===== config.mk =====
export PLATFORM = sky130hd
export DESIGN_NAME = ipa_regs
export DESIGN_NICKNAME = d
export VERILOG_FILES = /design/src/core/ipa_pkg.sv /design/src/core/ipa_regs.sv
export SDC_FILE = /design/constraint.sdc
export NUM_CORES = 1
export LEC_CHECK = 0
export BUFFER_PORTS_ARGS = -buffer_cell sky130_fd_sc_hd__buf_2
export CORE_ASPECT_RATIO = 1.75
export CORE_MARGIN = 2
export CORE_UTILIZATION = 50
export CTS_CLUSTER_DIAMETER = 50
export DETAILED_ROUTE_END_ITERATION = 12
export PLACE_DENSITY = 0.68
export SLEW_MARGIN = 40
export SYNTH_ARGS = -nofsm -noshare
export SYNTH_HDL_FRONTEND = slang
export SYNTH_SLANG_ARGS = --single-unit

===== constraint.sdc =====
create_clock -name core_clk -period 117.4 [get_ports core_clk]
set_input_delay 29.35 -clock core_clk [delete_from_list [all_inputs] [get_ports core_clk]]
set_output_delay 29.35 -clock core_clk [all_outputs]
set_load 0.02 [all_outputs]

===== src/core/ipa_pkg.sv =====
// constants, register map and carrier types of the pending/active/priority block
package ipa_pkg;

   ////////////////////////////////////////////////////////////////////////////
   // sizes
   localparam int NUM_IRQ = 33;            // interrupts 0 to 32
   localparam int IRQ_ID_W = 6;
   localparam int PRIO_W = 4;
   localparam int NUM_PRIO_REGS = 9;
   localparam int NUM_PRIO_FIELDS = 36;    // four fields per priority register
   localparam int LANES = 4;
   localparam int ADDR_W = 12;
   localparam int DATA_W = 32;
   localparam int PRIO_LSB = 4;            // only bits 7:4 of a lane are stored

   ////////////////////////////////////////////////////////////////////////////
   // register offsets within the block
   localparam logic [11:0] OFS_SET_PENDING = 12'h200;
   localparam logic [11:0] OFS_CLEAR_PENDING = 12'h280;
   localparam logic [11:0] OFS_ACTIVE_FLAGS = 12'h300;
   localparam logic [11:0] OFS_PRIORITY_0 = 12'h400;
   localparam logic [11:0] OFS_PRIORITY_8 = 12'h420;
   localparam logic [11:0] OFS_EVENT_STATUS = 12'h500;
   localparam logic [11:0] OFS_EVENT_MASK = 12'h504;

   ////////////////////////////////////////////////////////////////////////////
   // event status layout and reset values
   localparam int EV_HW_PEND = 0;          // a request line made an interrupt pending
   localparam int EV_SW_PEND = 1;          // a software write made an interrupt pending
   localparam int EV_W = 2;
   localparam logic [31:0] RST_WORD = 32'h0000_0000;
   localparam logic [3:0] RST_PRIO = 4'h0;
   localparam logic [32:0] RST_IRQ_VEC = 33'h0_0000_0000;
   localparam logic [1:0] RST_EV = 2'h0;

   ////////////////////////////////////////////////////////////////////////////
   // carrier types
   typedef struct packed {
      logic valid;
      logic [5:0] id;
      logic [3:0] prio;
   } ipa_req_type;

   typedef struct packed {
      logic entry;
      logic [5:0] entry_id;
      logic leave;
      logic [5:0] leave_id;
   } ipa_core_type;

endpackage


===== src/core/ipa_regs.sv =====
// pending, active and priority registers of the vectored interrupt controller
`timescale 1ns/1ps
// What this block does
// - writing one to set-pending makes interrupt pending; zero no effect; read shows pending
// - set-pending on an already pending interrupt changes nothing
// - set-pending works even when the interrupt is disabled
// - writing one to clear-pending removes pending; zero no effect; reads pending
// - clearing pending never touches the active state
// - active-flag register reads one for active or active-and-pending interrupts
// - nine priority registers, four 4-bit fields each, interrupts 0 to 32
// - priority registers accept byte accesses without touching neighbours
// - priority 0 to 15, lower value means higher priority
// - only bits 7:4 of each lane stored; bits 3:0 read zero
// - interrupt N priority sits in register N div 4, lane N mod 4
// - lane 0 is bits 7:0 up to lane 3 bits 31:24
// - pending but disabled interrupt is never offered for activation
// - request line rising edge, or high while not active, makes pending
module ipa_regs
   import ipa_pkg::*;
(
   input wire logic core_clk,
   input wire logic nrst,
   input wire logic ce,
   input wire logic psel,
   input wire logic penable,
   input wire logic pwrite,
   input wire logic [11:0] paddr,
   input wire logic [31:0] pwdata,
   input wire logic [3:0] pstrb,
   output logic [31:0] prdata,
   output logic pready,
   output logic pslverr,
   input wire logic [32:0] irq_line,
   input wire logic [32:0] irq_enable,
   input wire ipa_core_type core_in,
   output ipa_req_type irq_req,
   output logic irq_out
);

   ////////////////////////////////////////////////////////////////////////////
   // state
   logic [32:0] pend_r;
   logic [32:0] pend_nxt;
   logic [32:0] active_r;
   logic [32:0] line_prev_r;
   logic [3:0] prio_r [0:35];
   logic [1:0] ev_status_r;
   logic [1:0] ev_mask_r;
   logic [31:0] prdata_r;
   logic pready_r;
   logic pslverr_r;
   ipa_req_type irq_req_r;
   logic irq_out_r;

   // which register a bus address selects
   typedef enum logic [2:0] {
      SEL_NONE,
      SEL_SET,
      SEL_CLEAR,
      SEL_ACTIVE,
      SEL_PRIO,
      SEL_STATUS,
      SEL_MASK
   } ipa_sel_type;

   ////////////////////////////////////////////////////////////////////////////
   // helpers
   // byte-enable mask from the strobes
   function automatic logic [31:0] lane_mask(input logic [3:0] strb);
      logic [31:0] m;
      m = 32'h0000_0000;
      for (int l = 0; l < LANES; l++) begin
         m[l*8 +: 8] = {8{strb[l]}};
      end
      return m;
   endfunction

   // register index of a priority offset
   function automatic logic [3:0] prio_index(input logic [11:0] addr);
      logic [11:0] d;
      d = addr - OFS_PRIORITY_0;
      return d[5:2];
   endfunction

   // bit position of a stored priority nibble inside its word
   function automatic int field_lsb(input int lane);
      return lane * 8 + PRIO_LSB;
   endfunction

   // flat field number of one lane of a priority register
   function automatic int field_num(input logic [3:0] idx, input int lane);
      return int'(idx) * LANES + lane;
   endfunction

   // word-aligned address inside the priority bank
   function automatic logic is_prio(input logic [11:0] addr);
      return (addr >= OFS_PRIORITY_0) && (addr <= OFS_PRIORITY_8) && (addr[1:0] == 2'h0);
   endfunction

   // register selected by a byte address
   function automatic ipa_sel_type reg_sel(input logic [11:0] addr);
      ipa_sel_type s;
      case (addr)
         OFS_SET_PENDING: begin
            s = SEL_SET;
         end
         OFS_CLEAR_PENDING: begin
            s = SEL_CLEAR;
         end
         OFS_ACTIVE_FLAGS: begin
            s = SEL_ACTIVE;
         end
         OFS_EVENT_STATUS: begin
            s = SEL_STATUS;
         end
         OFS_EVENT_MASK: begin
            s = SEL_MASK;
         end
         default: begin
            s = is_prio(addr) ? SEL_PRIO : SEL_NONE;
         end
      endcase
      return s;
   endfunction

   // any implemented word
   function automatic logic is_mapped(input logic [11:0] addr);
      return reg_sel(addr) != SEL_NONE;
   endfunction

   // highest priority candidate, lowest value wins, ties to lowest index
   function automatic ipa_req_type pick(input logic [32:0] cand, input logic [3:0] pr [0:35]);
      ipa_req_type best;
      best = '0;
      for (int i = 0; i < NUM_IRQ; i++) begin
         if (cand[i] && (!best.valid || (pr[i] < best.prio))) begin
            best.valid = 1'b1;
            best.id = 6'(i);
            best.prio = pr[i];
         end
      end
      return best;
   endfunction

   ////////////////////////////////////////////////////////////////////////////
   // decoded bus strobes
   logic setup_phase;
   logic access_done;
   logic wr_done;
   logic rd_done;
   logic [31:0] wmask;
   logic [32:0] sw_set;
   logic [32:0] sw_clr;
   logic [32:0] hw_set;
   logic [32:0] core_entry;
   logic [32:0] core_leave;
   logic [3:0] pidx;
   ipa_sel_type sel;
   logic hit_set;
   logic hit_clear;
   logic hit_active;
   logic hit_status;
   logic hit_mask;
   logic hit_prio;
   logic status_rd;
   logic mask_wr;
   logic [3:0] prio_lane_we;
   logic [32:0] edge_set;
   logic [32:0] level_set;
   logic [32:0] offer_cand;

   assign setup_phase = psel && !penable;
   assign access_done = psel && penable && pready_r;
   assign wr_done = access_done && pwrite && !pslverr_r;
   assign rd_done = access_done && !pwrite && !pslverr_r;
   assign wmask = lane_mask(pstrb);
   assign pidx = prio_index(paddr);

   // register hits and qualified strobes
   assign sel = reg_sel(paddr);
   assign hit_set = (sel == SEL_SET);
   assign hit_clear = (sel == SEL_CLEAR);
   assign hit_active = (sel == SEL_ACTIVE);
   assign hit_status = (sel == SEL_STATUS);
   assign hit_mask = (sel == SEL_MASK);
   assign hit_prio = (sel == SEL_PRIO);
   assign status_rd = rd_done && hit_status;
   assign mask_wr = wr_done && hit_mask && pstrb[0];
   assign prio_lane_we = {LANES{wr_done && hit_prio}} & pstrb;

   // offer candidates: pending, enabled and not yet in service
   assign offer_cand = pend_r & irq_enable & ~active_r;

   // software set and clear vectors, only written lanes count
   always_comb begin
      sw_set = RST_IRQ_VEC;
      sw_clr = RST_IRQ_VEC;
      if (wr_done && hit_set) begin
         sw_set[31:0] = pwdata & wmask;
      end
      if (wr_done && hit_clear) begin
         sw_clr[31:0] = pwdata & wmask;
      end
   end

   // hardware request detection; a handler being entered must not re-pend from its own level
   assign edge_set = irq_line & ~line_prev_r;
   assign level_set = irq_line & ~active_r & ~core_entry;
   assign hw_set = edge_set | level_set;

   // exception entry and return from the core
   always_comb begin
      core_entry = RST_IRQ_VEC;
      core_leave = RST_IRQ_VEC;
      if (core_in.entry && (core_in.entry_id < 6'(NUM_IRQ))) begin
         core_entry[core_in.entry_id] = 1'b1;
      end
      if (core_in.leave && (core_in.leave_id < 6'(NUM_IRQ))) begin
         core_leave[core_in.leave_id] = 1'b1;
      end
   end

   // pending next value; setting wins over clearing
   always_comb begin
      pend_nxt = (pend_r & ~sw_clr & ~core_entry) | sw_set | hw_set;
   end

   ////////////////////////////////////////////////////////////////////////////
   // one shared pending flag per interrupt
   always_ff @(posedge core_clk or negedge nrst) begin
      if (!nrst) begin
         pend_r <= RST_IRQ_VEC;
      end else if (ce) begin
         pend_r <= pend_nxt;
      end
   end

   // active flags, untouched by pending clears
   always_ff @(posedge core_clk or negedge nrst) begin
      if (!nrst) begin
         active_r <= RST_IRQ_VEC;
      end else if (ce) begin
         active_r <= (active_r & ~core_leave) | core_entry;
      end
   end

   // previous request levels for edge detection
   always_ff @(posedge core_clk or negedge nrst) begin
      if (!nrst) begin
         line_prev_r <= RST_IRQ_VEC;
      end else if (ce) begin
         line_prev_r <= irq_line;
      end
   end

   ////////////////////////////////////////////////////////////////////////////
   // priority fields, byte writable, upper nibble only
   always_ff @(posedge core_clk or negedge nrst) begin
      if (!nrst) begin
         for (int f = 0; f < NUM_PRIO_FIELDS; f++) begin
            prio_r[f] <= RST_PRIO;
         end
      end else if (ce) begin
         for (int l = 0; l < LANES; l++) begin
            if (prio_lane_we[l]) begin
               prio_r[field_num(pidx, l)] <= pwdata[field_lsb(l) +: PRIO_W];
            end
         end
      end
   end

   ////////////////////////////////////////////////////////////////////////////
   // event status, read clears, new event wins over the clear
   logic [1:0] ev_set;
   assign ev_set[EV_HW_PEND] = |(hw_set & ~pend_r);
   assign ev_set[EV_SW_PEND] = |(sw_set & ~pend_r);

   always_ff @(posedge core_clk or negedge nrst) begin
      if (!nrst) begin
         ev_status_r <= RST_EV;
      end else if (ce) begin
         if (status_rd) begin
            ev_status_r <= ev_set;
         end else begin
            ev_status_r <= ev_status_r | ev_set;
         end
      end
   end

   // event mask
   always_ff @(posedge core_clk or negedge nrst) begin
      if (!nrst) begin
         ev_mask_r <= RST_EV;
      end else if (ce && mask_wr) begin
         ev_mask_r <= pwdata[1:0];
      end
   end

   // interrupt output level
   always_ff @(posedge core_clk or negedge nrst) begin
      if (!nrst) begin
         irq_out_r <= 1'b0;
      end else if (ce) begin
         irq_out_r <= |(ev_status_r & ev_mask_r);
      end
   end

   ////////////////////////////////////////////////////////////////////////////
   // read data, captured in the setup cycle
   logic [31:0] rdata;
   always_comb begin
      rdata = RST_WORD;
      if (hit_set || hit_clear) begin
         rdata = pend_r[31:0];
      end else if (hit_active) begin
         rdata = active_r[31:0];
      end else if (hit_status) begin
         rdata = {30'h0, ev_status_r};
      end else if (hit_mask) begin
         rdata = {30'h0, ev_mask_r};
      end else if (hit_prio) begin
         for (int l = 0; l < LANES; l++) begin
            rdata[field_lsb(l) +: PRIO_W] = prio_r[field_num(pidx, l)];
         end
      end
   end

   // apb read data, snapshot of the setup cycle
   always_ff @(posedge core_clk or negedge nrst) begin
      if (!nrst) begin
         prdata_r <= RST_WORD;
      end else if (ce) begin
         if (setup_phase) begin
            prdata_r <= pwrite ? RST_WORD : rdata;
         end
      end
   end

   // apb ready, high in the first access cycle only
   always_ff @(posedge core_clk or negedge nrst) begin
      if (!nrst) begin
         pready_r <= 1'b0;
      end else if (ce) begin
         if (setup_phase) begin
            pready_r <= 1'b1;
         end else if (access_done) begin
            pready_r <= 1'b0;
         end
      end
   end

   // apb error for unmapped words, stands with ready
   always_ff @(posedge core_clk or negedge nrst) begin
      if (!nrst) begin
         pslverr_r <= 1'b0;
      end else if (ce) begin
         if (setup_phase) begin
            pslverr_r <= !is_mapped(paddr);
         end else if (access_done) begin
            pslverr_r <= 1'b0;
         end
      end
   end

   ////////////////////////////////////////////////////////////////////////////
   // activation offer to the core: enabled pending and not yet active
   always_ff @(posedge core_clk or negedge nrst) begin
      if (!nrst) begin
         irq_req_r <= '0;
      end else if (ce) begin
         irq_req_r <= pick(offer_cand, prio_r);
      end
   end

   assign prdata = prdata_r;
   assign pready = pready_r;
   assign pslverr = pslverr_r;
   assign irq_req = irq_req_r;
   assign irq_out = irq_out_r;

endmodule // ipa_regs


### Word level (Yosys, flattened, before mapping)

Index checks and enable logic that the tools add are counted.

| word-level totals | value |
|---|---|
| register bits after elaboration | 293 |
| input port bits | 134 |
| logic and storage cells | 397 |

| operators by class | value |
|---|---|
| $add $sub $neg | 4 |
| order comparisons | 48 |
| eq/ne operators | 11 |
| mux-type cells | 125 |
| bitwise gates (word level) | 28 |
| reduce and logical (&&, ||, !) cells | 133 |

Operators with widths:

| operator | number |
|---|---|
| $mux 144 | 7 |
| $mux 11 | 65 |
| $bwmux 144 | 4 |
| $and 33x33->33 | 9 |
| $mux 32 | 6 |
| $not 33->33 | 5 |
| $ge 32x7->1 const B | 4 |
| $lt 32x1->1 const B | 4 |
| $lt 4x4->1 | 32 |
| $or 33x33->33 | 3 |
| $bmux 4 s6 | 4 |
| $demux 4 s6 | 4 |
| $not 7->32 | 3 |
| $mux 4 | 20 |
| $mux 33 | 2 |
| $reduce_or 33->1 | 2 |
| $logic_and 1x1->1 | 56 |
| $eq 12x10->1 const B | 3 |
| $logic_not 1->1 | 36 |
| $and 32x33->33 | 1 |
| $logic_or 1x1->1 | 33 |
| $not 32->33 | 1 |
| $or 33x32->33 | 1 |
| $and 32x32->32 | 1 |
| other kinds (26) | 43 |

### Depth between registers and ports, before layout

Gate-level depths: netlist of run 1.

| logic depth | value |
|---|---|
| depth in word-level cells | 163 |
| gate-level depth with buffers | 274 |

### Worst setup path after synthesis of run 1

OpenSTA, ideal clock, no wires.

| timing | value |
|---|---|
| path kind | input -> register |
| start | in irq_enable[0] |
| end | reg irq_req_r, in the netlist irq_req[6] |
| setup time | 0.136 ns |
| arrival | 72.841 ns |
| required time | 117.264 ns |
| path slack | 44.423 ns |
| cell stages on the path | 256 |
| path buffers | 11 |
| cells stage by stage | and3b_1 buf_4 nand2_1 ha_1 a21oi_1 o211ai_1 a21oi_1 nand2_1 o21ai_0 inv_1 ha_1 a21oi_1 a22oi_2 or2b_2 nor2_1 mux2_2 inv_1 ha_1 [... 220 more ...] a21oi_1 nor2_1 nor2_1 a21oi_1 mux2i_1 inv_1 ha_1 a211o_1 or3_1 o31ai_4 mux2i_1 ha_1 a21o_1 a211o_1 o21ai_0 and2_1 buf_6 o31ai_1 |

| between the ends | value |
|---|---|
| longest elaborated chain between the ends | 163 |
| elaborated cells on any way between the ends | 195 |

Ends and longest elaborated chain:

| element | RTL line | text |
|---|---|---|
| start, declared | ipa_regs.sv:34 | `input wire logic [32:0] irq_enable,` |
| $and 33x33->33 (*) (2 in series) | ipa_regs.sv:192 | `assign offer_cand = pend_r & irq_enable & ~active_r;` |
| $mux 11 (*) | ipa_regs.sv:136 | `if (cand[i] && (!best.valid \|\| (pr[i] < best.prio))) begin` |
| $mux 11 (*) | ipa_regs.sv:370 | `end else if (ce) begin` |
| $lt 4x4->1 or $logic_not 1->1 (tied branches) | ipa_regs.sv:136 |  |
| $logic_or 1x1->1 | ipa_regs.sv:136 |  |
| $logic_and 1x1->1 | ipa_regs.sv:136 |  |
| $mux 11 (*) | ipa_regs.sv:136 |  |
| $mux 11 (*) | ipa_regs.sv:370 |  |
| [... 146 more ...] | - |  |
| $logic_or 1x1->1 | ipa_regs.sv:136 |  |
| $logic_and 1x1->1 | ipa_regs.sv:136 |  |
| $mux 11 (*) | ipa_regs.sv:136 |  |
| $mux 11 (*) | ipa_regs.sv:370 |  |
| $lt 4x4->1 or $logic_not 1->1 (tied branches) | ipa_regs.sv:136 |  |
| $logic_or 1x1->1 | ipa_regs.sv:136 |  |
| $logic_and 1x1->1 | ipa_regs.sv:136 |  |
| $mux 11 (*) | ipa_regs.sv:136 |  |
| end signal, assigned | ipa_regs.sv:371 | `irq_req_r <= pick(offer_cand, prio_r);` |
| end, declared | ipa_regs.sv:52 | `ipa_req_type irq_req_r;` |

Mark *: on every way between the ends. The rest lies on a longest branch, timed or not. The select of a mux whose other input is x is not followed.
A chain may end at the register's enable or synchronous reset.

### Final worst setup path of run 1

| timing | value |
|---|---|
| start | in irq_enable[0] |
| end | reg irq_req_r, in the netlist irq_req[9] |

The elaborated chain is that of the path after synthesis.

==> results of run 1 <==
==> how the worst min path moves through the flow <==
| stage | from | end | slack (ns) | cells after the start |
|---|---|---|---|---|
| 3_3_place_gp | prdata[9]$_DFFE_PN0P_ | prdata[9]$_DFFE_PN0P_ | 0.46 | 2 |
| 5_1_grt | prdata[1]$_DFFE_PN0P_ | prdata[1]$_DFFE_PN0P_ | 0.50 | 1 |
| 4_1_cts | prdata[8]$_DFFE_PN0P_ | prdata[8]$_DFFE_PN0P_ | 0.48 | 2 |
| 3_5_place_dp | irq_req[7]$_DFFE_PN0P_ | irq_req[7]$_DFFE_PN0P_ | 0.46 | 2 |
| 6_report | prdata[8]$_DFFE_PN0P_ | prdata[8]$_DFFE_PN0P_ | 0.47 | 2 |
| 2_1_floorplan | active_r[32]$_DFFE_PN0P_ | active_r[32]$_DFFE_PN0P_ | 0.46 | 2 |
==> cell usage after synthesis, types with 36 or more instances <==
| library cell | number |
|---|---|
| dfrtp_1 | 293 |
| o22ai_1 | 36 |
| nand3_1 | 41 |
| nor2_1 | 185 |
| nor2b_1 | 47 |
| mux2_2 | 151 |
| clkbuf_1 | 72 |
| inv_1 | 124 |
| nor3_1 | 44 |
| nand2_1 | 299 |
| a21oi_1 | 143 |
| o21ai_0 | 261 |
| ha_1 | 48 |
| a22o_1 | 45 |
==> worst max-delay path: cells and delay by family <==
family	cells	cell delay [ns]
buf+inv	26	1.98
compound gates	97	21.19
mux	13	4.18
simple gates	84	14.84
fa+ha+maj	32	8.55
==> stage by stage <==
stage          worst slack, ns  hold WS [ns]  power, mW
3_3_place_gp             39.26         0.461      0.347
5_1_grt                  33.15         0.499      0.480
6_report                 37.70         0.475      0.449
3_5_place_dp             37.68         0.464      0.350
2_1_floorplan            44.42         0.458      0.293
4_1_cts                  38.15         0.481      0.448
==> sequential cells by signal, indices dropped and copies added (netlist names) <==
name	cells
pend_r	33
prio_r	144
pready	1
active_r	33
ev_status_r	2
irq_out	1
prdata	32
pslverr	1
ev_mask_r	2
line_prev_r	33
irq_req	11
==> power groups by stage <==
stage               registers [mW]  clock network, mW  logic [mW]
finish                       0.108             0.0981       0.243
global route                 0.109              0.102       0.269
CTS                          0.108             0.0987       0.241
detailed placement           0.110                  0       0.240
global placement             0.110                  0       0.237
floorplan                    0.111                  0       0.182
==> cell families after synthesis <==
| family | Yosys count | synth area share [%] |
|---|---|---|
| muxes | 219 | 12.9 |
| adders and majority gates | 64 | 3.51 |
| and+or+nand+nor | 835 | 18.9 |
| AOI/OAI and AO/OA | 836 | 26.4 |
| buffers and inverters | 221 | 4.05 |
| DFF | 293 | 33.7 |
| xor gates and xnor gates | 12 | 0.484 |
==> placed cells by master (no fill, tap or decap), types with 17 or more instances in the layout <==
cell type / instances
nand2b_1: 29
nor2_1: 183
buf_2: 177
a21boi_0: 32
nand2_1: 299
a22o_1: 45
nor3_1: 41
ha_1: 48
mux2_2: 151
a222oi_1: 21
dfrtp_1: 293
o22ai_1: 36
o21ai_0: 261
a22oi_1: 17
o211ai_1: 20
nand3b_1: 33
mux4_2: 32
nor2b_1: 47
o31ai_1: 21
a31oi_1: 18
inv_1: 123
mux2i_1: 30
nand3_1: 41
clkbuf_16: 29
a21oi_1: 143
and2_1: 29
a21o_1: 25
and3_1: 27
==> layout make-up <==
cell class	instances	area [sq um]	share of cell area [%]
multi-input cells	1966	13600	56.2
flip-flops and latches	293	7330	30.4
repair buffers	196	1060	4.41
clock buffers	34	764	3.17
well taps	566	708	2.94
inverters	124	465	1.93
clock inverters	18	208	0.862
diodes	3	7.51	0.0311
==> metal layers <==
| metal | up-vias | global-route usage (%) |
|---|---|---|
| met2 | 1107 | 67.3 |
| met5 | - | 0 |
| met4 | 2 | 28.0 |
| met3 | 325 | 7.14 |
| met1 | 10500 | 41.1 |
| li1 | 9525 | - |
==> key figures, run 1 <==
Placement
  – Gp weighted congestion: 0.997
  – Post-DP HPWL: 68700 microns
  – IO Port Bufs: 179
  – Placed Area: 23100 sq um
  – Cell Count Post-Placement: 3144

CTS
  – Post-CTS Setup Repair Bufs: 0
  – Sink Count: 293
  – Root buf cell: clkbuf_16
  – H-tree levels: 1
  – Clock buffer count from CTS: 28
  – CTS tree: done
  – Worst-path clk slew: 0.07 ns
  – Clock Path Buffers: 3
  – CTS resizes: 0
  – Hold buffer count at cts: 0
  – Worst-skew pair later-pin latency: 0.59 ns

STA
  – Hold Fails Final Rpt: 0
  – Setup TNS: 0 ns
  – Final Max Slew Viols: 0
  – Minimum clock period after layout: 79.70 ns
  – Tightest Pin Transition: 0.855 ns
  – Final worst path period share: 67.9%
  – RSZ-0062 raised after global routing: false
  – Relative slew slack: 42.5%
  – Setup violations, final: 0
  – Max Clock Freq: 12.5 MHz
  – Clock skew: 0.0220 ns

Cells and area
  – Layout cells sized above 1: 19.7%
  – Final core occ: 55.9%
  – Design Area, Final: 24100 sq um
  – Final Non-Filler Cells: 3200
  – P&R area growth vs syn: 10.9%
  – Final net count: 2791
  – Filler cell count: 3972

Drt
  – Vias/cell: 6.71
  – Met3 routed WL: 6450 microns
  – Top sig layer: met5
  – Metal2 WL: 43800 microns
  – Met1 WL: 29800 microns
  – Antenna Nets Post-Route: 0
  – DRT iter0 DRCs: 2108
  – Pre-antenna DRT Iters: 9
  – DRT Wirelength: 87500 microns
  – WL per Instance: 27.4 microns
  – DRC viols: 0
  – Via Count: 21.5k

Global route
  – Vias in the first global route: 21.6k
  – Largest net degree at the start of global routing: 104
  – First-pass GRT wire length: 131000 microns
  – Initial antenna violation count: 4
  – Gr ovfl total: 0
  – Gr usage total: 38.4%

Logic synthesis
  – Cell taking the most area after synthesis: dfrtp_1
  – EDFF count, synth: 0
  – Synthesis-stage register bit count: 293
  – Mean Syn Cell Area: 8.76 sq um
  – Number of library cell types mapped by synthesis: 115
  – Primary FF master, synth: dfrtp_1
  – Async S/R FF share, synth: 100%
  – Post-Syn Instances: 2480
  – Synth top area cells: dfrtp_1 (34%), mux2_2 (7.8%), o21ai_0 (6.0%)
  – Synthesized Nets: 2662
  – Yosys top cell area share: 33.7%
  – Synthesized area: 21700 sq um
  – Synth Warn #: 0
  – Sequential cell area fraction in the yosys report: 33.7%

Setup path
  – R2R Path Start: pend_r[0]$_DFFE_PN0P_
  – CP Launch Type: primary input
  – R2r worst-path depth: 251
  – Crit path to: irq_req[9]$_DFFE_PN0P_
  – Slowest-stage cell, CP: a311oi_1
  – CP endpoint kind: flop
  – Max Fanout on Critical Path: 12
  – FF-to-FF setup slack: 66.01 ns
  – Critical path's largest stage delay: 0.69 ns
  – Most used cell, CP: ha_1
  – Crit path kind: primary input to flop
  – Setup crit start: irq_enable[0]
  – Worst Path Arrival: 80.21 ns
  – CP required: 117.92 ns
  – Terminus of the critical flop-to-flop path: irq_req[9]$_DFFE_PN0P_

Floorplanning
  – Initial core utilization: 50.4%
  – Die Y: 280 microns
  – Core Box Area: 43100 sq um
  – Row count: 101
  – Die area: 45200 sq um
  – Die Wd: 162 microns
  – I/O pins: 180

Power and ir drop
  – Leakage power: 10.5 nW
  – Int Power: 0.253 mW
  – Clock share of power: 21.8%
  – Power Dens Cells: 18.6 nW/um^2
  – Max VDD drop: 0.0177 mV
  – Share of power burned in registers: 24.1%
  – P_sw: 0.197 mW
  – Sw Share: 43.8%
  – Logic gate share of total power: 54.1%

Flow run
  – Max_cap viols: 0

Status
  – Outcome: finished clean

Hold path
  – Hold crit path type: flop to flop
Note: power is estimated with default switching activity, not from simulation.
==> inputs of run 2 (changes only) <==
- PLACE_DENSITY: 0.68 -> 0.7
- clock period: 117.4 -> 71.6 ns (I/O delays scaled with it)
==> key figures, run 2 (synthesized netlist as in run 1, its figures left out) <==
Placement
  – Cell Count Post-Placement: 3141
  – IO Port Bufs: 179
  – Gp weighted congestion: 1.01
  – Post-DP HPWL: 67900 microns
  – Placed Area: 23100 sq um

Global route
  – Gr ovfl total: 0
  – Initial antenna violation count: 5
  – Vias in the first global route: 21.9k
  – Gr usage total: 38.1%
  – First-pass GRT wire length: 131000 microns
  – Largest net degree at the start of global routing: 99

Cells and area
  – Final net count: 2786
  – Final core occ: 56.0%
  – Final Non-Filler Cells: 3197
  – Most frequent cells in the layout: nand2_1 (299), dfrtp_1 (293), o21ai_0 (260)
  – Commonest non-fill, non-tap cell in the layout: nand2_1
  – Filler cell count: 3865
  – Most flop-heavy register: prio_r
  – Design Area, Final: 24100 sq um
  – Layout cells sized above 1: 19.9%
  – Max reg flops: 144
  – P&R area growth vs syn: 11.1%

CTS
  – Post-CTS Setup Repair Bufs: 0
  – Clock Path Buffers: 3
  – Worst-path clk slew: 0.06 ns
  – H-tree levels: 1
  – Clock buffer count from CTS: 27
  – CTS tree: done
  – Root buf cell: clkbuf_16
  – Worst-skew pair later-pin latency: 0.60 ns
  – Sink Count: 293

Setup path
  – Crit path kind: primary input to flop
  – Max Fanout on Critical Path: 12
  – CP Launch Type: primary input
  – Worst Path Arrival: 67.88 ns
  – Most used cell, CP: ha_1
  – CP required: 72.11 ns
  – Critical path's largest stage delay: 0.57 ns
  – CP endpoint kind: flop
  – Slowest-stage cell, CP: or4_1

Status
  – Outcome: finished clean

STA
  – Setup violations, final: 0
  – Setup TNS: 0 ns
  – Final worst path period share: 94.1%
  – RSZ-0062 raised after global routing: false
  – Clock skew: 0.0351 ns
  – Hold Fails Final Rpt: 0
  – Final Max Slew Viols: 0
  – Minimum clock period after layout: 67.37 ns
  – Tightest Pin Transition: 0.901 ns
  – Max Clock Freq: 14.8 MHz
  – Relative slew slack: 39.8%

Power and ir drop
  – Leakage power: 10.5 nW
  – Power Dens Cells: 30.6 nW/um^2
  – Final Power: 0.739 mW
  – Max VDD drop: 0.0523 mV

Drt
  – WL per Instance: 27.2 microns
  – DRT iter0 DRCs: 2160
  – Antenna Nets Post-Route: 0
  – DRC viols: 0
  – DRT Wirelength: 87000 microns
  – Via Count: 21.9k
  – Vias/cell: 6.85
  – Pre-antenna DRT Iters: 9

Floorplanning
  – Die area: 45200 sq um
  – Die Wd: 162 microns
  – Die Y: 280 microns
  – Core Box Area: 43100 sq um
  – I/O pins: 180
  – Row count: 101
  – Initial core utilization: 50.4%

Hold path
  – Hold crit path type: flop to flop

Flow run
  – Max_cap viols: 0
-- run 2: cell count changes in the layout (fill, tap and decap cells not counted), moves of 2 or more --
cell       previous run  this run
diode_2               3         6
o21a_2                1         3
o21a_1               15        13
clkbuf_1              3         1
clkbuf_8              2         4
buf_4                15        12
clkbuf_16            29        27
buf_6                 2         0
inv_6                 4         1
-- run 2: repair_timing --
action | 4_1_cts | 5_1_grt
hold buffers | 0 | 0
gates resized for setup | 0 | 10
endpoints found under the setup margin | 0 | 10
-- run 2: final timing paths --
| check | from | endpoint | slack [ns] | cells after the start |
|---|---|---|---|---|
| max in group asynchronous | nrst | active_r[10]$_DFFE_PN0P_ | 52.69 | 4 |
| setup / recovery | irq_enable[0] | irq_req[9]$_DFFE_PN0P_ | 4.23 | 246 |
| setup reg to reg | active_r[0]$_DFFE_PN0P_ | irq_req[9]$_DFFE_PN0P_ | 21.08 | 245 |
| min in group asynchronous | nrst | prio_r[65]$_DFFE_PN0P_ | 17.26 | 1 |
| hold reg to reg | irq_req[8]$_DFFE_PN0P_ | irq_req[8]$_DFFE_PN0P_ | 0.48 | 2 |
| hold / removal | irq_req[8]$_DFFE_PN0P_ | irq_req[8]$_DFFE_PN0P_ | 0.48 | 2 |
-- run 2: metal layers --
metal	routed length, microns	track usage [%]
met1	29100	40.6
met2	42400	66.1
met3	6560	6.09
met4	8850	30.9
met5	29	0
-- run 2: worst max-delay path: cells and delay by family --
kind	cells	cell delay (ns)
buffers and inverters	25	1.89
AOI/OAI and AO/OA	93	19.77
and+or+nand+nor	82	14.90
adders and majority gates	32	8.83
muxes	14	4.41
-- run 2: area by class of cell --
class / count / area [sq um] / share of cell area, %
Multi-Input combinational cell: 1966 / 13600 / 56.3
Sequential cell: 293 / 7330 / 30.4
Timing Repair Buffer: 192 / 1060 / 4.39
Clock buffer: 32 / 734 / 3.04
Tap cell: 566 / 708 / 2.93
Inverter: 124 / 465 / 1.93
Clock inverter: 18 / 239 / 0.990
Antenna cell: 6 / 15.0 / 0.0622
-- run 2: through the flow --
step | setup WS [ns] | hold slack [ns]
5_1_grt | 0.0577 | 0.501
3_3_place_gp | 5.30 | 0.463
3_5_place_dp | 3.47 | 0.470
4_1_cts | 3.91 | 0.484
6_report | 4.23 | 0.476
2_1_floorplan | 10.07 | 0.458
-- run 2: power breakdown --
group / total, mW / internal, mW / switching (mW)
Combinational: 0.402 / 0.154 / 0.248
Sequential: 0.178 / 0.172 / 0.00529
Clock: 0.160 / 0.0891 / 0.0707
